## src/rsl_pkg.sv

```systemverilog
// Shared constants for the radio serial link
package rsl_pkg;
    localparam int unsigned CLK_MHZ = 20;
    localparam int unsigned LINK_MAX_MHZ = 10;
    // Half period of the link clock in system cycles; three keeps the link well under
    // the limit and lets the radio's four-cycle MISO lag settle before sampling
    localparam int unsigned HALF_CYC = 3;
    localparam logic [3:0] HALF_LAST = 4'(HALF_CYC - 1);
    localparam logic [2:0] BIT_LAST = 3'h7;
    localparam int unsigned ADDR_W = 7;
    localparam int unsigned DATA_W = 8;
    localparam int unsigned NREGS = 128;
    localparam logic [7:0] RADIO_REG_RESET = 8'h00;
    // Control register fields
    localparam int unsigned CTL_ENABLE = 0;
    localparam int unsigned CTL_MASTER = 1;
    localparam int unsigned CTL_PHASE = 2;
    localparam int unsigned CTL_POLAR = 3;
    localparam int unsigned CTL_SELECT = 4;
    localparam int unsigned CTL_IRQEN = 5;
    localparam int unsigned CTL_DONE = 6;
    localparam int unsigned CTL_WCOL = 7;
    localparam logic [7:0] CTL_RESET = 8'h10;
    // Register select on the core-side command port
    localparam logic REG_CTL = 1'b0;
    localparam logic REG_DATA = 1'b1;
endpackage

```

## src/rsl_if.sv

```systemverilog
// Link between core-side master and radio-side slave
`timescale 1ns/1ps
`default_nettype none
interface rsl_if;
    logic sck;
    logic mosi;
    logic miso;
    logic miso_oe;
    logic nsel;
    modport master (output sck, output mosi, output nsel, input miso, input miso_oe);
    modport slave (input sck, input mosi, input nsel, output miso, output miso_oe);
endinterface
`default_nettype wire

```

## src/rsl_master.sv

```systemverilog
// Core-side serial master engine for the radio link
`timescale 1ns/1ps
`default_nettype none
module rsl_master
    import rsl_pkg::*;
(
    input wire logic MCLK,
    input wire logic NRST,
    input wire logic WR_EN,
    input wire logic RD_EN,
    input wire logic REG_SEL,
    input wire logic [7:0] WDATA,
    output logic [7:0] RDATA,
    output logic IRQ,
    output logic BUSY,
    rsl_if.master link
);
    import rsl_pkg::*;

    // ------------------------------------------------------------
    // State
    // ------------------------------------------------------------
    typedef enum logic [1:0] {ST_IDLE, ST_LOW, ST_HIGH} rsl_state_t;
    rsl_state_t state_r, state_nxt;
    logic [7:0] ctl_r;
    logic [7:0] txbuf_r;
    logic txfull_r;
    logic [7:0] shift_r;
    logic [7:0] rxbuf_r;
    logic [3:0] tick_r;
    logic [2:0] bit_r;
    logic sck_r, mosi_r;
    logic [7:0] rdata_r;
    logic irq_r;

    // ------------------------------------------------------------
    // Decode
    // ------------------------------------------------------------
    wire logic enabled = ctl_r[CTL_ENABLE] & ctl_r[CTL_MASTER];
    wire logic wr_ctl = WR_EN & (REG_SEL == REG_CTL);
    wire logic wr_dat = WR_EN & (REG_SEL == REG_DATA);
    wire logic collide = wr_dat & txfull_r;
    wire logic half_end = (tick_r == HALF_LAST);
    wire logic start = (state_r == ST_IDLE) & txfull_r & enabled;
    wire logic byte_end = (state_r == ST_HIGH) & half_end & (bit_r == BIT_LAST);
    // Disabled engine sees MISO as zero, as a floating pin would be unused
    wire logic miso_in = enabled & link.miso;

    always_comb begin
        state_nxt = state_r;
        unique case (state_r)
            ST_IDLE: if (start) state_nxt = ST_LOW;
            ST_LOW: if (half_end) state_nxt = ST_HIGH;
            ST_HIGH: if (half_end) state_nxt = (bit_r == BIT_LAST) ? ST_IDLE : ST_LOW;
        endcase
        if (!enabled) state_nxt = ST_IDLE;
    end

    // ------------------------------------------------------------
    // Engine
    // ------------------------------------------------------------
    always_ff @(posedge MCLK or negedge NRST) begin
        if (!NRST) begin
            state_r <= ST_IDLE;
            tick_r <= 4'h0;
            bit_r <= 3'h0;
            shift_r <= 8'h00;
            sck_r <= 1'b0;
            mosi_r <= 1'b0;
        end else begin
            state_r <= state_nxt;
            tick_r <= (state_r == ST_IDLE || half_end) ? 4'h0 : tick_r + 4'h1;
            // Idle-low clock, data valid on the first (rising) edge
            sck_r <= (state_nxt == ST_HIGH);
            if (start) begin
                shift_r <= txbuf_r;
                bit_r <= 3'h0;
                mosi_r <= txbuf_r[7];
            end else if (state_r == ST_HIGH && half_end) begin
                // Sampled at the end of the high half: the radio's synchronised
                // MISO trails the falling edge by four cycles
                shift_r <= {shift_r[6:0], miso_in};
                mosi_r <= shift_r[6];
                bit_r <= bit_r + 3'h1;
            end
        end
    end

    // ------------------------------------------------------------
    // Registers
    // ------------------------------------------------------------
    always_ff @(posedge MCLK or negedge NRST) begin
        if (!NRST) begin
            ctl_r <= CTL_RESET;
            txbuf_r <= 8'h00;
            txfull_r <= 1'b0;
            rxbuf_r <= 8'h00;
            rdata_r <= 8'h00;
            irq_r <= 1'b0;
        end else begin
            if (wr_ctl) begin
                ctl_r[5:0] <= WDATA[5:0];
                // Flags clear by writing zero; a same-cycle set still wins
                ctl_r[CTL_DONE] <= (WDATA[CTL_DONE] & ctl_r[CTL_DONE]) | byte_end;
                ctl_r[CTL_WCOL] <= (WDATA[CTL_WCOL] & ctl_r[CTL_WCOL]) | collide;
            end else begin
                if (byte_end) ctl_r[CTL_DONE] <= 1'b1;
                if (collide) ctl_r[CTL_WCOL] <= 1'b1;
            end
            if (wr_dat && !txfull_r) begin
                txbuf_r <= WDATA;
                txfull_r <= 1'b1;
            end else if (start) begin
                txfull_r <= 1'b0;
            end
            if (byte_end) rxbuf_r <= {shift_r[6:0], miso_in};
            if (RD_EN) rdata_r <= (REG_SEL == REG_DATA) ? rxbuf_r : ctl_r;
            irq_r <= ctl_r[CTL_IRQEN] & (ctl_r[CTL_DONE] | ctl_r[CTL_WCOL]);
        end
    end

    assign RDATA = rdata_r;
    assign IRQ = irq_r;
    assign BUSY = (state_r != ST_IDLE);
    assign link.sck = sck_r;
    assign link.mosi = mosi_r;
    assign link.nsel = ctl_r[CTL_SELECT];
endmodule // rsl_master
`default_nettype wire

```

## src/flat_wrapper.sv

```systemverilog
// flat-port wrapper written by rule: the top's interface ports become plain ports
module rsl_master_flat import rsl_pkg::*;
  (MCLK, NRST, WR_EN, RD_EN, REG_SEL, WDATA, RDATA, IRQ, BUSY, link_sck, link_mosi, link_nsel, link_miso, link_miso_oe);
  rsl_if link_i ();
  input wire logic MCLK;
  input wire logic NRST;
  input wire logic WR_EN;
  input wire logic RD_EN;
  input wire logic REG_SEL;
  input wire logic [7:0] WDATA;
  output logic [7:0] RDATA;
  output logic IRQ;
  output logic BUSY;
  output wire logic [$bits(link_i.sck)-1:0] link_sck;
  output wire logic [$bits(link_i.mosi)-1:0] link_mosi;
  output wire logic [$bits(link_i.nsel)-1:0] link_nsel;
  input wire logic [$bits(link_i.miso)-1:0] link_miso;
  input wire logic [$bits(link_i.miso_oe)-1:0] link_miso_oe;
  assign link_sck = link_i.sck;
  assign link_mosi = link_i.mosi;
  assign link_nsel = link_i.nsel;
  assign link_i.miso = link_miso;
  assign link_i.miso_oe = link_miso_oe;
  rsl_master u_core (.MCLK(MCLK), .NRST(NRST), .WR_EN(WR_EN), .RD_EN(RD_EN), .REG_SEL(REG_SEL), .WDATA(WDATA), .RDATA(RDATA), .IRQ(IRQ), .BUSY(BUSY), .link(link_i));
endmodule
```

## config.mk

```make
export PLATFORM = sky130hd
export DESIGN_NAME = rsl_master_flat
export DESIGN_NICKNAME = d
export VERILOG_FILES = /design/src/rsl_pkg.sv /design/src/rsl_if.sv /design/src/rsl_master.sv /design/src/flat_wrapper.sv
export SDC_FILE = /design/constraint.sdc
export NUM_CORES = 1
export LEC_CHECK = 0
export BUFFER_PORTS_ARGS = -buffer_cell sky130_fd_sc_hd__buf_2
export CAP_MARGIN = 20
export CORE_UTILIZATION = 59
export DETAILED_ROUTE_END_ITERATION = 10
export GPL_TIMING_DRIVEN = 0
export PLACE_DENSITY = 0.88
export SYNTH_ARGS = -nofsm -noshare
export SYNTH_HDL_FRONTEND = slang
export SYNTH_SLANG_ARGS = --single-unit
```

## constraint.sdc

```tcl
create_clock -name MCLK -period 4.7 [get_ports MCLK]
set_clock_uncertainty 0.1 [all_clocks]
set_input_delay 0.47 -clock MCLK [delete_from_list [all_inputs] [get_ports MCLK]]
set_output_delay 0.47 -clock MCLK [all_outputs]
set_load 0.1 [all_outputs]
```

==> run metrics, run 1 <==
global-route wire length before repair 6950 um; post-CTS repair timing setup buffer count 0; synthesized area divided by synthesized cell count around 12 um^2; Max H-tree Level 2; CP peak stage delay between 0.4 and 0.5 ns; number of buffers inserted for hold repair after clock tree synthesis 0; count of endpoints failing hold in the final timing report 0; Rel. slew slack 0.630; last weighted congestion value of the routability-driven placer around 0.81; number of warnings reported in the yosys synthesis log 0; CTS tree yes; max-cap viol count 0; static power due to leakage between 1 and 1.5 nW; Syn Nets between 200 and 250; transition at the pin with the smallest max-transition slack approximately 0.56 ns; cell class contributing the biggest share of worst-path delay buffers and inverters; detailed-route wire length per cell 15.1 um; cell at the root of the clock tree clkbuf_8; VDD IR max ~0.28 mV; post-synthesis to final-layout area growth 13.0%; layout cell share with drive strength beyond 1 0.284; post-synth cell types 29; post-DR vias/cell 5.57; number of cells produced by synthesis 188; HPWL reported at the end of detailed placement roughly 3000 um; post-CTS sizing 0; required time of the critical path between 4 and 5 ns; top cells by area in the synthesized netlist dfrtp_1, mux2_2, mux2i_1, a21oi_1, ha_1; buffers plus inverters on the worst setup path 4; Reg2Reg Setup Slack 2.66 ns; status finished, final reports clean; type of the worst setup path register to primary output; proportion of register bits with asynchronous set or reset after synthesis 1.00; Clock transition at path regs 0.09 ns; # DRC 0; initial drt markers 95; row count 22; critical path endpoint category primary output; final net count ~240; via count of the first global-routing pass around 1500; RSZ-0062 raised after global routing false; FF+latch count, synth 52; pin count of the biggest net entering global routing 30; worst-case reg-to-reg path depth 5; Setup Viol. Count Final 0; maximum achievable frequency roughly 450 MHz; global-route usage over all layers 0.233; Top Ports 28; top cell types by occurrence after synthesis dfrtp_1, a21oi_1, mux2_2, nor2_1, mux2i_1; Clock Sink Count 52; startpoint type of the worst setup path register; Die Span Y around 64 um; Skew-Pair Late Insertion Delay 0.32 ns; starting density of the core 0.617; total die area 4110 um^2; first-pass iteration count of the detailed router 4; post-synth top area cell dfrtp_1; area of the mapped netlist 2280 um^2; time the final worst path needs with I/O delays and setup 2.21 ns; type of the most critical hold path input port to asynchronous set/reset pin; post-synthesis sequential area ratio 0.572; WP depth 5; final worst path period share 0.469; total congestion overflow after global routing 0; most frequent cell after synthesis dfrtp_1; cells along the critical path inv_1 -> ha_1 -> buf_2 -> inv_1 -> buf_2; total power per unit cell area approximately 480 nW/um^2; width of the chip around 64 um; fraction of the core area covered by cells at the end of the flow 0.697; Core Area between 3000 and 4000 um^2; most used flip-flop cell after synthesis dfrtp_1; port buffer count 25; slowest library cell on the worst path dfrtp_1; Sum Neg Setup Slack 0 ns; number of flops mapped to enable cells by yosys 0; Crit Path Max Fanout 8; Antenna Cells 0; antenna violations before repair 0; Max clock buf depth 2; final routed wirelength across all metal layers roughly 4000 um; final count of pins violating max slew 0; antenna viol nets, final 0; share of Yosys cell area claimed by the top area cell type 0.561; number of vias in the routed layout between 1500 and 2000; arrival time reported for the critical path endpoint 1.64 ns; number of buffers created by CTS 5
report_power, final:
part	switching [W]	total (W)	internal, W
combinational	0.000242	0.000356	0.000114
clock	0.000150	0.000257	0.000107
sequential	0.0000729	0.000620	0.000548
cell families (layout without fill, tap and decap cells):
kind of cell,after synthesis,count (layout),share of synthesized area
XOR/XNOR,3,3,0.0115
multiplexers,36,36,0.170
flip-flops,52,52,0.572
buffers and inverters,12,46,0.0214
adder cells (fa/ha/maj),7,7,0.0385
AND/OR/NAND/NOR,46,46,0.101
AO/OA/AOI/OAI,32,32,0.0852
flip-flops by register name (all words and copies together) (netlist names):
| signal | flops |
|---|---|
| u_core.shift_r | 7 |
| u_core.IRQ | 1 |
| u_core.RDATA | 8 |
| u_core.ctl_r | 8 |
| u_core.rxbuf_r | 8 |
| u_core.tick_r | 4 |
| u_core.txfull_r | 1 |
| u_core.link.mosi | 1 |
| u_core.state_r | 2 |
| u_core.link.sck | 1 |
| u_core.txbuf_r | 8 |
| u_core.bit_r | 3 |
final cells by class:
type / instances / area (um^2)
Buffer: 7 / 30.0
Clock buffer: 5 / 68.8
Clock inverter: 3 / 22.5
Fill cell: 288 / 1120
Inverter: 5 / 18.8
Multi-Input combinational cell: 124 / 925
Sequential cell: 52 / 1300
Tap cell: 48 / 60.1
Timing Repair Buffer: 26 / 145
worst paths after layout:
check	endpoint	startpoint
max	BUSY	u_core.state_r[0]
min	u_core.state_r[0]	NRST
max reg2reg	u_core.rxbuf_r[1]	u_core.tick_r[0]
min reg2reg	u_core.tick_r[0]	u_core.tick_r[0]
max in group asynchronous	u_core.RDATA[0]	NRST
min in group MCLK	u_core.ctl_r[5]	WDATA[5]
worst reg2reg max path, stage by stage (launching register included):
cell and delay [ns]:
dfrtp_1 0.42, inv_1 0.08, ha_1 0.18, nor3b_2 0.47
nand3_2 0.33, mux2_2 0.36
cells in the final DEF, fill, tap and decap left out, types with 2 or more instances in the layout:
cell type	Yosys	final
a21oi_1	23	23
buf_2	3	28
clkbuf_1	4	4
clkbuf_8	0	5
dfrtp_1	51	51
ha_1	7	7
inv_1	5	5
mux2_2	21	21
mux2i_1	15	15
nand2_1	7	7
nand2b_1	3	3
nand3_1	4	4
nor2_1	21	21
nor2b_1	2	2
nor3_1	3	3
o21ai_0	4	4
xor2_1	2	2
routing by layer:
layer	global-route usage	up-vias	share of wire	routed length, um
li1	-	726	-	-
met1	0.309	733	0.45	1840
met2	0.358	35	0.49	2000
met3	0.0732	9	0.035	144
met4	0.0972	0	0.023	92
met5	0	-	0	0
per-stage QoR:
step                      setup WS (ns)  instance area [um^2]  cells  hold slack [ns]  total power (W)
final                              2.49                  2570    270           0.0364          0.00123
after floorplan                    2.79                  2280    188           0.0744         0.000898
after global routing               2.41                  2570    270           0.0677          0.00130
after detailed placement           2.67                  2480    262            0.387         0.000986
after CTS                          2.49                  2570    270           0.0488          0.00124
after global placement             2.74                  2460    261            0.359         0.000966
(Power assumes the default switching activity.)
==> run 2, diff against run 1 <==
--- a/config.mk
+++ b/config.mk
@@ -5,12 +5,13 @@
 export SDC_FILE = /design/constraint.sdc
 export NUM_CORES = 1
 export LEC_CHECK = 0
+export ABC_AREA = 1
 export BUFFER_PORTS_ARGS = -buffer_cell sky130_fd_sc_hd__buf_2
 export CAP_MARGIN = 20
-export CORE_UTILIZATION = 59
+export CORE_UTILIZATION = 57
 export DETAILED_ROUTE_END_ITERATION = 10
 export GPL_TIMING_DRIVEN = 0
-export PLACE_DENSITY = 0.88
+export PLACE_DENSITY = 0.85
 export SYNTH_ARGS = -nofsm -noshare
 export SYNTH_HDL_FRONTEND = slang
 export SYNTH_SLANG_ARGS = --single-unit
==> constraint.sdc (replaced) <==
create_clock -name MCLK -period 2.19 [get_ports MCLK]
set_clock_uncertainty 0.1 [all_clocks]
set_input_delay 0.219 -clock MCLK [delete_from_list [all_inputs] [get_ports MCLK]]
set_output_delay 0.219 -clock MCLK [all_outputs]
set_load 0.1 [all_outputs]
==> run 2 against run 1 <==
Compared with the run above:
- count of clock-buffer cells in the layout grew 2
- cell count grew 23%
- register-to-register slack lost 2.1 ns
- clock power grew 120%
- die area grew 4.7%
- synthesized cell count grew 32%
- worst hold slack gained 0.028 ns
- largest cell class unchanged
==> run metrics, run 2 <==
total power consumption of the routed design ~0.0025 W; # DRC 0; arrival time reported for the critical path endpoint around 1.5 ns; Rel. slew slack 0.677; time the final worst path needs with I/O delays and setup 1.77 ns; status finished, final reports clean; Top Ports 28; Max clock buf depth 2; last weighted congestion value of the routability-driven placer between 0.8 and 0.9; top cells by area in the synthesized netlist dfrtp_1, nand2_1, ha_1, o21ai_0, nand3_1; startpoint type of the worst setup path register; Clock transition at path regs about 0.08 ns; most frequent cell after synthesis nand2_1; Sum Neg Setup Slack 0 ns; share of Yosys cell area claimed by the top area cell type 0.554; most used flip-flop cell after synthesis dfrtp_1; post-CTS sizing 0; cell at the root of the clock tree clkbuf_8; Syn Nets 270; HPWL reported at the end of detailed placement 3230 um; Core Area approximately 3800 um^2; buffers plus inverters on the worst setup path 3; Die Span Y between 60 and 70 um; CTS tree yes; proportion of register bits with asynchronous set or reset after synthesis 1.00; maximum achievable frequency 565 MHz; max-cap viol count 0; layout cell share with drive strength beyond 1 0.201; Reg2Reg Setup Slack 0.60 ns; Clock Sink Count 52; via count of the first global-routing pass roughly 1500; endpoint of the lowest-slack register-to-register path u_core.shift_r[5]; number of buffers inserted for hold repair after clock tree synthesis 1; post-CTS repair timing setup buffer count 0; number of instances on the worst hold path 3; commonest non-fill, non-tap cells in the layout nand2_1, dfrtp_1, buf_2; initial drt markers between 100 and 150; Max H-tree Level 2; cell class contributing the biggest share of worst-path delay buffers and inverters; worst hold path startpoint WDATA[4]; RSZ-0062 raised after global routing false; final hold slack between 0.06 and 0.07 ns; final count of pins violating max slew 0; synthesized area divided by synthesized cell count 9.29 um^2; number of vias in the routed layout roughly 1700; row count 22; antenna violations before repair 0; static power due to leakage approximately 1.4 nW; fraction of the core area covered by cells at the end of the flow 0.693; VDD IR max between 0.6 and 0.7 mV; first-pass iteration count of the detailed router 4; number of buffers created by CTS 5; post-synthesis to final-layout area growth 13.4%; total die area about 4300 um^2; number of flops mapped to enable cells by yosys 0; count of endpoints failing hold in the final timing report 0; Crit Path Max Fanout 4; number of cells produced by synthesis around 250; required time of the critical path 1.87 ns; transition at the pin with the smallest max-transition slack roughly 0.49 ns; number of warnings reported in the yosys synthesis log 0; Setup Viol. Count Final 0; post-synth top area cell dfrtp_1; top cell types by occurrence after synthesis nand2_1, dfrtp_1, inv_1; Worst Hold End u_core.ctl_r[4]; Skew-Pair Late Insertion Delay 0.31 ns; CP peak stage delay 0.42 ns; part of the power in registers 0.526; final worst path period share 0.808; global-route usage over all layers 0.234; Net Sw Power 0.000917 W; detailed-route wire length per cell between 10 and 15 um; Antenna Cells 0; antenna viol nets, final 0; footprint of the multi-input gates just under 900 um^2; total power per unit cell area between 900 and 1000 nW/um^2; final routed wirelength across all metal layers around 4300 um; width of the chip approximately 66 um; cell internal pwr 0.00158 W; CP startpoint u_core.state_r[0]; final net count just over 300; type of the worst setup path register to primary output; area of the mapped netlist approximately 2300 um^2; type of the most critical hold path input port to register; post-synth cell types 29; Gate power share 0.251; commonest non-fill, non-tap cell in the layout nand2_1; total congestion overflow after global routing 0; slowest library cell on the worst path buf_2; post-DR vias/cell around 5.2; starting density of the core 0.611; port buffer count 25; cells along the critical path inv_1 -> ha_1 -> inv_1 -> buf_2; share of power burned in the clock network 0.223; footprint of the flip-flops and latches between 1000 and 1500 um^2; fraction of power spent switching nets 0.368; critical path endpoint category primary output; FF+latch count, synth 52; post-synthesis sequential area ratio 0.565; Worst R2R Start u_core.state_r[0]; global-route wire length before repair approximately 7300 um; layout filler cell count 286; worst-case reg-to-reg path depth 6; most used cell along the critical path inv_1; pin count of the biggest net entering global routing 42
## run 2: cell types whose count changed after synthesis, sizes merged, moves of 3 or more
cell    previous run  this run
mux2              21         2
clkbuf             4         1
nand3              5        14
mux2i             15         0
nand2              7        94
nor3               3         0
o21ai              4        18
a21oi             23         3
nand2b             3         0
a31oi              1         9
inv                5        19
## run 2: tightest hold or removal path, cell delays in order
cell and delay, ns:
buf_2 0.09, inv_1 0.05, o21ai_0 0.09
## run 2: cell type report
class	instances	area share
Timing Repair Buffer	27	0.0594
Clock buffer	7	0.0330
Inverter	19	0.0292
Multi-Input combinational cell	171	0.338
Tap cell	48	0.0230
Clock inverter	1	0.00287
Buffer	6	0.0158
Sequential cell	52	0.498
## run 2: logic make-up after synthesis
family | share of synthesized area
xor gates and xnor gates | 0.00380
buffers and inverters | 0.0510
and+or+nand+nor | 0.254
DFF | 0.565
muxes | 0.00977
adders and majority gates | 0.0380
AOI/OAI and AO/OA | 0.0782
## run 2: power groups by stage
stage          Combinational (W)  Clock, W  Sequential, W
2_1_floorplan           0.000282         0        0.00150
3_3_place_gp            0.000607         0        0.00131
3_5_place_dp            0.000628         0        0.00132
4_1_cts                 0.000632  0.000567        0.00131
5_1_grt                 0.000690  0.000601        0.00133
6_report                0.000627  0.000556        0.00131
## run 2: worst max path at each step
stage                   endpoint  slack, ns  cells after the start
2_1_floorplan   u_core.tick_r[3]       0.45                      5
3_3_place_gp   u_core.rxbuf_r[0]       0.66                      7
3_5_place_dp   u_core.rxbuf_r[0]       0.60                      7
4_1_cts                     BUSY       0.40                      4
5_1_grt                     BUSY       0.35                      4
6_report                    BUSY       0.42                      4
## run 2: metal layers
| layer | global-route usage | up-vias | wire length, um |
|---|---|---|---|
| met5 | 0 | - | 0 |
| met4 | 0.0842 | 0 | 78 |
| met3 | 0.0573 | 8 | 186 |
| met2 | 0.361 | 36 | 2140 |
| met1 | 0.321 | 824 | 1930 |
| li1 | - | 859 | - |
## run 2: per-stage QoR
step,cells,area [um^2],worst slack (ns)
finish,331,2610,0.421
CTS,331,2610,0.400
global route,331,2610,0.348
detailed placement,322,2510,0.597
global placement,321,2490,0.661
floorplan,248,2300,0.455
